`src/rbsc_regs.vh`:
```
`ifndef RBSC_REGS_VH
`define RBSC_REGS_VH

// word addresses on the register port
`define RBSC_ADDR_W 16
`define RBSC_DATA_W 16
`define RBSC_CTRL1_ADDR 16'h1c28
`define RBSC_CTRL2_ADDR 16'h1c29
`define RBSC_CTRL3_ADDR 16'h1c2a
`define RBSC_CTRL4_ADDR 16'h1c2b
`define RBSC_CTRL5_ADDR 16'h1c2c
`define RBSC_LOST0_ADDR 16'h1c30
`define RBSC_LOST1_ADDR 16'h1c31
`define RBSC_LOST2_ADDR 16'h1c32
`define RBSC_READY0_ADDR 16'h1c34
`define RBSC_READY1_ADDR 16'h1c35
`define RBSC_READY2_ADDR 16'h1c36
`define RBSC_EARLY0_ADDR 16'h1c38
`define RBSC_EARLY1_ADDR 16'h1c39
`define RBSC_EARLY2_ADDR 16'h1c3a
`define RBSC_VCOUNT_ADDR 16'h1c3c
`define RBSC_VLAST_ADDR 16'h1c3d

// reset values
`define RBSC_CTRL_RST 16'hffff
`define RBSC_VCOUNT_RST 16'h0000
`define RBSC_VLAST_RST 16'h0000

// layout
`define RBSC_NUM_CTRL 5
`define RBSC_BANKS_PER_REG 8
`define RBSC_NUM_BANKS 40
`define RBSC_SUPPLY_POS 1
`define RBSC_GROUND_POS 0
`define RBSC_VLAST_VALID_POS 15
`define RBSC_VLAST_IDX_W 6

// wake delay, given in cpu clocks; this block runs on the cpu clock
`define RBSC_WAKE_MIN_CLK 10
// load value of the 4-bit wake counter, same figure as the minimum
`define RBSC_WAKE_CNT 4'ha
`define RBSC_WAKE_CNT_W 4

`endif

```
`src/rbsc_ctrl_reg.v`:
```
`timescale 1ns/10ps
`include "rbsc_regs.vh"

module rbsc_ctrl_reg (
	input wire clock,
	input wire sys_rst,
	input wire writeEn,
	input wire [`RBSC_DATA_W-1:0] writeData,
	output reg [`RBSC_DATA_W-1:0] value_q
);

	always @(posedge clock) begin
		if (sys_rst)
			value_q <= `RBSC_CTRL_RST;
		else if (writeEn)
			value_q <= writeData;
	end

endmodule // rbsc_ctrl_reg

```
`src/rbsc_bank.v`:
```
`timescale 1ns/10ps
`include "rbsc_regs.vh"

module rbsc_bank (
	input wire clock,
	input wire sys_rst,
	input wire supplyBit,
	input wire groundBit,
	input wire access,
	input wire clrLost,
	input wire clrEarly,
	output reg supplyPin_q,
	output reg groundPin_q,
	output reg ready_q,
	output reg lost_q,
	output reg early_q,
	output wire violation
);

	wire isActive;
	wire isRetain;
	wire isOff;
	reg active_q;
	reg [`RBSC_WAKE_CNT_W-1:0] wake_q;
	reg [`RBSC_WAKE_CNT_W-1:0] wake_d;

	assign isActive = supplyBit & groundBit;
	assign isRetain = supplyBit & ~groundBit;
	assign isOff = ~isActive & ~isRetain;
	// pins follow the stored mode, never an access attempt
	assign violation = access & ~active_q;

	always @* begin
		wake_d = wake_q;
		if (isActive & ~active_q)
			wake_d = `RBSC_WAKE_CNT;
		else if (~isActive)
			wake_d = {`RBSC_WAKE_CNT_W{1'b0}};
		else if (wake_q != {`RBSC_WAKE_CNT_W{1'b0}})
			wake_d = wake_q - 1'b1;
	end

	always @(posedge clock) begin
		if (sys_rst) begin
			supplyPin_q <= 1'b1;
			groundPin_q <= 1'b1;
			active_q <= 1'b1;
			wake_q <= {`RBSC_WAKE_CNT_W{1'b0}};
			ready_q <= 1'b1;
			lost_q <= 1'b0;
			early_q <= 1'b0;
		end else begin
			supplyPin_q <= isActive | isRetain;
			groundPin_q <= isActive;
			active_q <= isActive;
			wake_q <= wake_d;
			ready_q <= isActive & (wake_d == {`RBSC_WAKE_CNT_W{1'b0}});
			// set wins; retention to off loses data too
			if (violation | (isOff & supplyPin_q))
				lost_q <= 1'b1;
			else if (clrLost)
				lost_q <= 1'b0;
			if (access & active_q & ~ready_q)
				early_q <= 1'b1;
			else if (clrEarly)
				early_q <= 1'b0;
		end
	end

endmodule // rbsc_bank

```
`src/rbsc_top.v`:
```
// Notes on behaviour
// - each bank's power mode is chosen by a supply and a ground sleep bit
// - both set is active, supply only is retention, both clear is disabled
// - every bank is controlled on its own; other banks are untouched
// - retention keeps contents at low power while nobody accesses the bank
// - an access during retention voids the bank's contents
// - no access in retention or disabled; disabled leaks least, loses data
// - five readable and writable sleep control registers hold the bit pairs
//
// The plain strobed port was decided locally.
`timescale 1ns/10ps
`include "rbsc_regs.vh"

module rbsc_top (
	input wire clock,
	input wire sys_rst,
	input wire [`RBSC_ADDR_W-1:0] regAddr,
	input wire [`RBSC_DATA_W-1:0] regWriteData,
	input wire regWrite,
	input wire regRead,
	input wire [`RBSC_NUM_BANKS-1:0] bankAccess,
	output reg [`RBSC_DATA_W-1:0] regReadData_q,
	output wire [`RBSC_NUM_BANKS-1:0] bankSleepSupply_q,
	output wire [`RBSC_NUM_BANKS-1:0] bankSleepGround_q,
	output wire [`RBSC_NUM_BANKS-1:0] bankReady_q
);

	localparam NB = `RBSC_NUM_BANKS;
	localparam NC = `RBSC_NUM_CTRL;
	localparam DW = `RBSC_DATA_W;
	localparam IW = `RBSC_VLAST_IDX_W;

	// which bank index sits at a bit pair; low byte holds the upper half
	function integer pairOfBank;
		input integer b;
		begin
			pairOfBank = b ^ 4;
		end
	endfunction

	// one-hot word select within a group of three status words
	function [2:0] groupSel;
		input [`RBSC_ADDR_W-1:0] addr;
		input [`RBSC_ADDR_W-1:0] base;
		begin
			groupSel = 3'h0;
			if (addr == base)
				groupSel = 3'h1;
			else if (addr == base + 16'h0001)
				groupSel = 3'h2;
			else if (addr == base + 16'h0002)
				groupSel = 3'h4;
		end
	endfunction

	wire [DW*NC-1:0] ctrlFlat;
	wire [NC-1:0] ctrlWrite;
	wire [NB-1:0] supplyBits;
	wire [NB-1:0] groundBits;
	wire [NB-1:0] lostBits;
	wire [NB-1:0] earlyBits;
	wire [NB-1:0] violBits;
	wire [47:0] lostWide;
	wire [47:0] earlyWide;
	wire [47:0] readyWide;
	wire [47:0] clrLostWide;
	wire [47:0] clrEarlyWide;
	wire [2:0] lostSel;
	wire [2:0] earlySel;
	wire [2:0] readySel;
	wire anyViol;
	reg [DW-1:0] vcount_q;
	reg [DW-1:0] vcount_d;
	reg [DW-1:0] vlast_q;
	reg [DW-1:0] vlast_d;
	reg [IW-1:0] violIdx;
	reg [DW-1:0] readMux;
	integer k;

	// control registers; bank bits only change on a write to their word
	genvar r;
	generate
		for (r = 0; r < NC; r = r + 1) begin : gCtrl
			assign ctrlWrite[r] = regWrite &
				(regAddr == `RBSC_CTRL1_ADDR + r);
			rbsc_ctrl_reg uCtrl (
				.clock(clock),
				.sys_rst(sys_rst),
				.writeEn(ctrlWrite[r]),
				.writeData(regWriteData),
				.value_q(ctrlFlat[DW*r +: DW])
			);
		end
	endgenerate

	assign lostSel = regWrite ? groupSel(regAddr, `RBSC_LOST0_ADDR) : 3'h0;
	assign earlySel = regWrite ? groupSel(regAddr, `RBSC_EARLY0_ADDR) : 3'h0;
	assign readySel = groupSel(regAddr, `RBSC_READY0_ADDR);

	// one instance per bank keeps the banks fully independent
	genvar b;
	generate
		for (b = 0; b < NB; b = b + 1) begin : gBank
			localparam integer REG = b / `RBSC_BANKS_PER_REG;
			localparam integer PAIR = pairOfBank(b % `RBSC_BANKS_PER_REG);
			localparam integer BASE = DW * REG + 2 * PAIR;
			assign supplyBits[b] =
				ctrlFlat[BASE + `RBSC_SUPPLY_POS];
			assign groundBits[b] =
				ctrlFlat[BASE + `RBSC_GROUND_POS];
			assign clrLostWide[b] =
				lostSel[b / DW] & regWriteData[b % DW];
			assign clrEarlyWide[b] =
				earlySel[b / DW] & regWriteData[b % DW];
			rbsc_bank uBank (
				.clock(clock),
				.sys_rst(sys_rst),
				.supplyBit(supplyBits[b]),
				.groundBit(groundBits[b]),
				.access(bankAccess[b]),
				.clrLost(clrLostWide[b]),
				.clrEarly(clrEarlyWide[b]),
				.supplyPin_q(bankSleepSupply_q[b]),
				.groundPin_q(bankSleepGround_q[b]),
				.ready_q(bankReady_q[b]),
				.lost_q(lostBits[b]),
				.early_q(earlyBits[b]),
				.violation(violBits[b])
			);
		end
	endgenerate

	assign clrLostWide[47:NB] = 8'h00;
	assign clrEarlyWide[47:NB] = 8'h00;
	assign lostWide = {8'h00, lostBits};
	assign earlyWide = {8'h00, earlyBits};
	assign readyWide = {8'h00, bankReady_q};
	assign anyViol = |violBits;

	// lowest numbered offending bank is recorded when several collide
	always @* begin
		violIdx = {IW{1'b0}};
		for (k = NB - 1; k >= 0; k = k - 1) begin
			if (violBits[k])
				violIdx = k[IW-1:0];
		end
	end

	// counter saturates so a flood of bad accesses cannot wrap to zero
	always @* begin
		vcount_d = vcount_q;
		if (regWrite & (regAddr == `RBSC_VCOUNT_ADDR))
			vcount_d = `RBSC_VCOUNT_RST;
		if (anyViol & (vcount_d != {DW{1'b1}}))
			vcount_d = vcount_d + 1'b1;
	end

	always @* begin
		vlast_d = vlast_q;
		if (regWrite & (regAddr == `RBSC_VLAST_ADDR))
			vlast_d = `RBSC_VLAST_RST;
		if (anyViol) begin
			vlast_d = `RBSC_VLAST_RST;
			vlast_d[`RBSC_VLAST_VALID_POS] = 1'b1;
			vlast_d[IW-1:0] = violIdx;
		end
	end

	always @(posedge clock) begin
		if (sys_rst) begin
			vcount_q <= `RBSC_VCOUNT_RST;
			vlast_q <= `RBSC_VLAST_RST;
		end else begin
			vcount_q <= vcount_d;
			vlast_q <= vlast_d;
		end
	end

	// read path; unmapped words read as zero
	always @* begin
		readMux = {DW{1'b0}};
		case (regAddr)
		`RBSC_CTRL1_ADDR: readMux = ctrlFlat[DW*0 +: DW];
		`RBSC_CTRL2_ADDR: readMux = ctrlFlat[DW*1 +: DW];
		`RBSC_CTRL3_ADDR: readMux = ctrlFlat[DW*2 +: DW];
		`RBSC_CTRL4_ADDR: readMux = ctrlFlat[DW*3 +: DW];
		`RBSC_CTRL5_ADDR: readMux = ctrlFlat[DW*4 +: DW];
		`RBSC_LOST0_ADDR: readMux = lostWide[15:0];
		`RBSC_LOST1_ADDR: readMux = lostWide[31:16];
		`RBSC_LOST2_ADDR: readMux = lostWide[47:32];
		`RBSC_EARLY0_ADDR: readMux = earlyWide[15:0];
		`RBSC_EARLY1_ADDR: readMux = earlyWide[31:16];
		`RBSC_EARLY2_ADDR: readMux = earlyWide[47:32];
		`RBSC_VCOUNT_ADDR: readMux = vcount_q;
		`RBSC_VLAST_ADDR: readMux = vlast_q;
		default: begin
			if (readySel[0])
				readMux = readyWide[15:0];
			else if (readySel[1])
				readMux = readyWide[31:16];
			else if (readySel[2])
				readMux = readyWide[47:32];
		end
		endcase
	end

	// data stand one cycle after the strobe, zero otherwise
	always @(posedge clock) begin
		if (sys_rst)
			regReadData_q <= {DW{1'b0}};
		else if (regRead)
			regReadData_q <= readMux;
		else
			regReadData_q <= {DW{1'b0}};
	end

endmodule // rbsc_top

```
`config.mk`:
```
export PLATFORM = sky130hd
export DESIGN_NAME = rbsc_top
export DESIGN_NICKNAME = d
export VERILOG_FILES = /design/src/rbsc_ctrl_reg.v /design/src/rbsc_bank.v /design/src/rbsc_top.v
export VERILOG_INCLUDE_DIRS = /design/src
export SDC_FILE = /design/constraint.sdc
export NUM_CORES = 1
export LEC_CHECK = 0
export BUFFER_PORTS_ARGS = -buffer_cell sky130_fd_sc_hd__buf_2
export CAP_MARGIN = 20
export CORE_MARGIN = 4
export CORE_UTILIZATION = 54
export CTS_BUF_LIST = sky130_fd_sc_hd__clkbuf_16
export CTS_CLUSTER_DIAMETER = 150
export DETAILED_ROUTE_END_ITERATION = 8
export PLACE_DENSITY = 0.81
export REMOVE_ABC_BUFFERS = 1
export SYNTH_ARGS = -nofsm -noshare
export SYNTH_HDL_FRONTEND = slang
export SYNTH_SLANG_ARGS = --single-unit
```
`constraint.sdc`:
```
create_clock -name clock -period 3.5 [get_ports clock]
set_clock_uncertainty 0.2 [all_clocks]
set_input_delay 0.35 -clock clock [delete_from_list [all_inputs] [get_ports clock]]
set_output_delay 0.35 -clock clock [all_outputs]
set_load 0.005 [all_outputs]
```
### After elaboration in Yosys (flattened, before gate mapping)

Index checks and enable logic that the tools add are counted.

| storage, ports and cells | value |
|---|---|
| bits in registers | 479 |
| input bits | 76 |
| output and inout port bits | 136 |
| logic and storage cells | 1537 |

| cells by class | value |
|---|---|
| add/sub/neg operators | 41 |
| equal/unequal tests | 17 |
| mux-type cells | 339 |
| bitwise logic cells | 729 |
| reductions and logical operators | 163 |

Operator list:

| cell | number |
|---|---|
| 4-bit 2-to-1 mux | 120 |
| 1-bit bitwise AND | 448 |
| 16-bit by 13-bit == test with 1-bit output (second input constant) | 16 |
| 6-bit 2-to-1 mux | 40 |
| 16-bit one-hot mux with 13 select lines | 1 |
| 1-bit inverter | 201 |
| 2-bit nonzero test | 81 |
| 4-bit zero test | 40 |
| 1-bit 2-to-1 mux | 160 |
| 4-bit nonzero test | 40 |
| 4-bit by 1-bit subtractor with 4-bit output (second input constant) | 40 |
| 16-bit 2-to-1 mux | 6 |
| 1-bit bitwise OR | 80 |
| 40-bit OR reduction | 1 |
| 3-bit 2-to-1 mux | 11 |
| 16-bit by 1-bit adder with 16-bit output (second input constant) | 1 |
| 16-bit inequality test (second input constant) | 1 |
| 8-bit 2-to-1 mux | 1 |
| 2-bit OR reduction | 1 |

### Longest topological paths before layout

| depth | value |
|---|---|
| depth in word-level cells | 43 |
| gate-level depth with buffers | 14 |
| gate-level depth less buffers | 12 |

### Modules after synthesis

From an unflattened synthesis, not the netlist that was laid out.

| unflattened totals | value |
|---|---|
| cell total of the unflattened synthesis | 2475 |
| area total of the unflattened synthesis | 23216.0 µm² |

By module, submodules not included:

| module | instances | cells an instance | area each (µm²) | sequential area each (µm²) |
|---|---|---|---|---|
| rbsc_bank | 40 | 41 | 396.6 | 180.2 |
| rbsc_top | 1 | 570 | 4354.2 | 780.7 |
| rbsc_ctrl_reg | 5 | 53 | 599.3 | 320.3 |

### Least setup slack after synthesis

No wires, ideal clock.

| path | value |
|---|---|
| path type | input -> register |
| start point | input regAddr[7] |
| end point | register vcount_q[4] |
| setup time | 0.071 ns |
| arrival time | 3.092 ns |
| data required time | 3.229 ns |
| slack | 0.137 ns |
| stages on the path | 13 |
| path buffers | 2 |
| cells stage by stage | or4b_1 buf_2 nor4_2 nand2_1 clkbuf_1 and2_1 ha_1 inv_1 nor4_1 o211ai_2 nand4_1 or3_1 a21oi_1 |

| on the way | value |
|---|---|
| cells in the longest elaborated chain, start to end | 6 |
| elaborated cells between the ends (all ways) | 7 |
| classes of those cells | add/sub: 1; eq/ne: 2; mux: 2; bitwise: 2 |

RTL lines:

| item | RTL line | RTL |
|---|---|---|
| start, declared | rbsc_top.v:17 | `` input wire [`RBSC_ADDR_W-1:0] regAddr, `` |
| 16-bit by 13-bit == test with 1-bit output * | n/a |  |
| 1-bit bitwise AND * | rbsc_top.v:152 | `` if (regWrite & (regAddr == `RBSC_VCOUNT_ADDR)) `` |
| 16-bit 2-to-1 mux * | rbsc_top.v:152 |  |
| branches (longest 2 deep; another with 16-bit by 1-bit adder with 16-bit output) | n/a |  |
| 16-bit 2-to-1 mux * | rbsc_top.v:154 | `if (anyViol & (vcount_d != {DW{1'b1}}))` |
| end signal, assigned | rbsc_top.v:171 | `` vcount_q <= `RBSC_VCOUNT_RST; `` |
| end signal, assigned | rbsc_top.v:174 | `vcount_q <= vcount_d;` |
| end, declared | rbsc_top.v:72 | `reg [DW-1:0] vcount_q;` |

Mark *: on every way between the ends.
A chain may end at the register's enable or synchronous reset.

### Final worst setup path

| path | value |
|---|---|
| start point | input regAddr[7] |
| end point | register gBank[12].uBank.early_q |

| on the way | value |
|---|---|
| cells in the longest elaborated chain, start to end | 6 |
| elaborated cells between the ends (all ways) | 7 |
| classes of those cells | eq/ne: 2; mux: 3; bitwise: 1; reduce/logical: 1 |

RTL lines:

| item | RTL line | RTL |
|---|---|---|
| 16-bit by 13-bit == test with 1-bit output | rbsc_top.v:49 | `else if (addr == base + 16'h0001)` |
| 3-bit 2-to-1 mux | rbsc_top.v:49 |  |
| 3-bit 2-to-1 mux * | rbsc_top.v:47 | `if (addr == base)` |
| 3-bit 2-to-1 mux * | rbsc_top.v:97 | `` assign earlySel = regWrite ? groupSel(regAddr, `RBSC_EARLY0_ADDR) : 3'h0; `` |
| 1-bit bitwise AND * | rbsc_top.v:114 | `earlySel[b / DW] & regWriteData[b % DW];` |
| 2-bit nonzero test (no source line) * | n/a |  |
| end signal, assigned | rbsc_bank.v:51 | `early_q <= 1'b0;` |
| end signal, assigned | rbsc_bank.v:64 | `early_q <= 1'b1;` |
| end signal, assigned | rbsc_bank.v:66 | `early_q <= 1'b0;` |
| end, declared | rbsc_bank.v:16 | `output reg early_q,` |

Mark *: on every way between the ends. The rest lies on a longest branch, timed or not.

==> flow_summary.ini <==
[routing]
drtIter0Drc = 2464
ant_nets = 0
detail_route.wl_per_cell_um = 21.2
route.detailed.drc = 0
vias_per_cell = 6.18
vias = 21600
drt-total-wl_mm = 74.3
firstDrtPassIters = 6

[pwr]
p_sw_frac = 0.342
pwr-share-comb = 0.318
pwr_density_cell_mw_per_mm2 = 720
p_int_uw = 12300
p_total_uw = 18700
vdd_drop_max_uv = 530
p_clk_frac = 0.279
p_sw_uw = 6390
seqPwrFrac = 0.403
p_leak_uw = 0.0107

[sta]
min_period_over_period = 0.830
hold_viol = 0
post-route-min-period_ns = 2.90
worst_pin_slew_ns = 0.930
grt_setup_unrepaired = no
setup_violations = 0
relSlewSlack = 0.378
fmax_mhz = 344
fin_setup_tns_ns = 0
maxSlewViolCount = 0

[floorplanning]
ios = 212
dieArea_mm2 = 0.0455
chipWidth_um = 213
die_h_um = 213
core-area_mm2 = 0.0413
start_util = 0.551
rows = 74

[synth]
syn_area_mm2 = 0.0228
yosysMostFrequentCell = dfxtp_1
synth_largest_area_cell = dfxtp_1
synth_common_cells = 479 x dfxtp_1, 449 x nand2_1, 210 x nor2_1, 166 x a21oi_1, 143 x nand2b_1
synthArstFlopShare = 0
synth-edff-count = 0
netlist_top_cells_area = dfxtp_1 42%, nand2_1 7.4%, buf_4 4.0%
syn_inst = 2753
synth-main-ff-cell = dfxtp_1
ys_ff_latch = 479
yosysWarnings = 0
ys_seq_area_frac = 0.421
avgSynthCellArea_um2 = 8.27
synth.distinct_cells = 77
netlist.area_leader.share = 0.421

[clocking]
cts_root_buf = clkbuf_16
cts_buffer_depth = 3
cts_made_buffers = 50
cts_max_level = 2
cts_sinks = 479
cts_tree = done
clk_pin_slew_ns = 0.06
post_cts_resized = 0
clkLatencyLatePin_ns = 0.59

[placed_design]
hpwl_mm = 54.3
portBuffers = 211
finalWeightedCongestion = 1.01

[setup_path]
reg2regPathDepth = 6
reg2reg_setup_slack_ns = 0.71
cpMaxStageDelayCell = or4b_1
rr_startpoint = gBank[21].uBank.groundPin_q
worstSetupPathType = in2reg
critPathLaunchType = input port
worstPathArrival_ns = 3.16
cp_common_cell = buf_4
cpPeakStageDelay_ns = 0.65
r2r-end = vcount_q[8]
required_ns = 3.75
cp-end-kind = register
critical_path.max_fanout = 9
path_cells = buf_2, or4b_1, buf_4, nor4_1, buf_4, and3_1, buf_4, nand2_1, a21oi_1, dlygate4sd3_1, nor2_1

[global_route]
grtUsageTotal = 0.315
grt.overflow.total = 0
grt_pass1_wl_mm = 114
grt_pass1_vias = 20900
grt_max_degree = 98
grt_antenna_before_repair = 2

[min_path]
worstHoldPathType = in2reg
worstHoldStart = bankAccess[20]
holdPathEnd = gBank[20].uBank.early_q
hold_depth = 5

[run]
drv_cap = 0

[status]
status = finished, final reports clean

[final_layout]
num-fill-cells = 3403
syn2layout_area_growth_pct = 14.1
fin_util = 0.629
nNetsFinal = 3044
drive_gt1_frac = 0.151
power groups by stage:
stage	combinational [µW]	sequential (µW)	clock [µW]
global route	6730	7640	5470
CTS	5890	7480	5250
detailed placement	5730	7580	0
global placement	5360	7520	0
finish	5950	7540	5230
floorplan	4460	7250	0
worst max-delay path by stage:
stage / from / end / slack [ns]
after floorplan: sys_rst / regReadData_q[12] / -1.19
after global placement: regAddr[7] / regReadData_q[14] / 0.31
after detailed placement: regAddr[7] / regReadData_q[14] / 0.21
after CTS: bankAccess[23] / vcount_q[8] / 0.67
after global routing: bankAccess[23] / vcount_q[8] / 0.36
final: regAddr[7] / gBank[12].uBank.early_q / 0.60
cells in the final DEF, fill, tap and decap left out, types with 34 or more instances in the layout:
cell / count
a21oi_1: 166
a31oi_1: 47
and2_1: 58
buf_2: 210
buf_4: 66
clkbuf_16: 51
dfxtp_1: 479
dlygate4sd3_1: 60
ha_1: 41
inv_1: 120
mux2i_1: 46
nand2_1: 449
nand2b_1: 143
nand3_1: 83
nand3b_1: 44
nand4_1: 35
nor2_1: 210
nor3_1: 77
o211ai_1: 53
o21ai_0: 81
or2_2: 35
or3_1: 49
xnor2_1: 34
sequential cells by signal, indices dropped and copies added (netlist names):
register and flops:
gBank.uBank.active_q 1, gBank.uBank.early_q 40, gBank.uBank.groundPin_q 39, gBank.uBank.lost_q 40, gBank.uBank.ready_q 40, gBank.uBank.supplyPin_q 40, gBank.uBank.wake_q 160, gCtrl.uCtrl.value_q 80
regReadData_q 16, vcount_q 16, vlast_q 7
through the flow:
stage | cell area (µm²) | setup slack (ns) | hold WS (ns) | instances
global route | 26000 | 0.364 | 0.0413 | 3498
detailed placement | 23800 | 0.208 | 0.258 | 3347
global placement | 23800 | 0.308 | 0.245 | 3347
finish | 26000 | 0.596 | 0.0113 | 3500
floorplan | 21500 | -1.19 | 0.219 | 2534
CTS | 26000 | 0.675 | 0.00774 | 3498
critical path, delay by kind of cell:
| family | cells | cell delay [ns] |
|---|---|---|
| AOI/OAI and AO/OA | 1 | 0.19 |
| and+or+nand+nor | 5 | 1.30 |
| buffers and inverters | 5 | 1.31 |
area by class of cell:
| type | count | area, µm² | share of cell area |
|---|---|---|---|
| tap | 532 | 666 | 0.0256 |
| sequential | 479 | 9590 | 0.369 |
| timing repair buffer | 341 | 2240 | 0.0861 |
| multi-input combinational | 1947 | 11500 | 0.442 |
| clock buffer | 51 | 1280 | 0.0491 |
| inverter | 108 | 410 | 0.0158 |
| antenna | 2 | 5.00 | 0.000193 |
| clock inverter | 40 | 313 | 0.0120 |
metal layers:
| metal | GRT usage | vias up | wire length [µm] | share of wire |
|---|---|---|---|---|
| li1 | - | 9869 | - | - |
| met4 | 0.146 | 2 | 3800 | 0.051 |
| met2 | 0.505 | 1259 | 33400 | 0.45 |
| met3 | 0.0732 | 254 | 8520 | 0.11 |
| met1 | 0.407 | 10300 | 28600 | 0.39 |
| met5 | 0 | - | 13 | 0.00017 |
logic make-up (layout without fill, tap and decap cells):
family,Yosys count,in the layout,share of synthesized area
AND/OR/NAND/NOR,1278,1278,0.279
AO/OA/AOI/OAI,520,520,0.150
flip-flops,479,479,0.421
buffers and inverters,327,540,0.0750
multiplexers,72,72,0.0385
adder cells (fa/ha/maj),41,41,0.0225
XOR/XNOR,36,36,0.0138
other,0,2,0
repair_timing:
action,CTS,global route
endpoints found under the hold margin,114,0
hold buffers,60,0
buffers inserted,0,0
No activity file was read; power rests on OpenSTA's default activity.
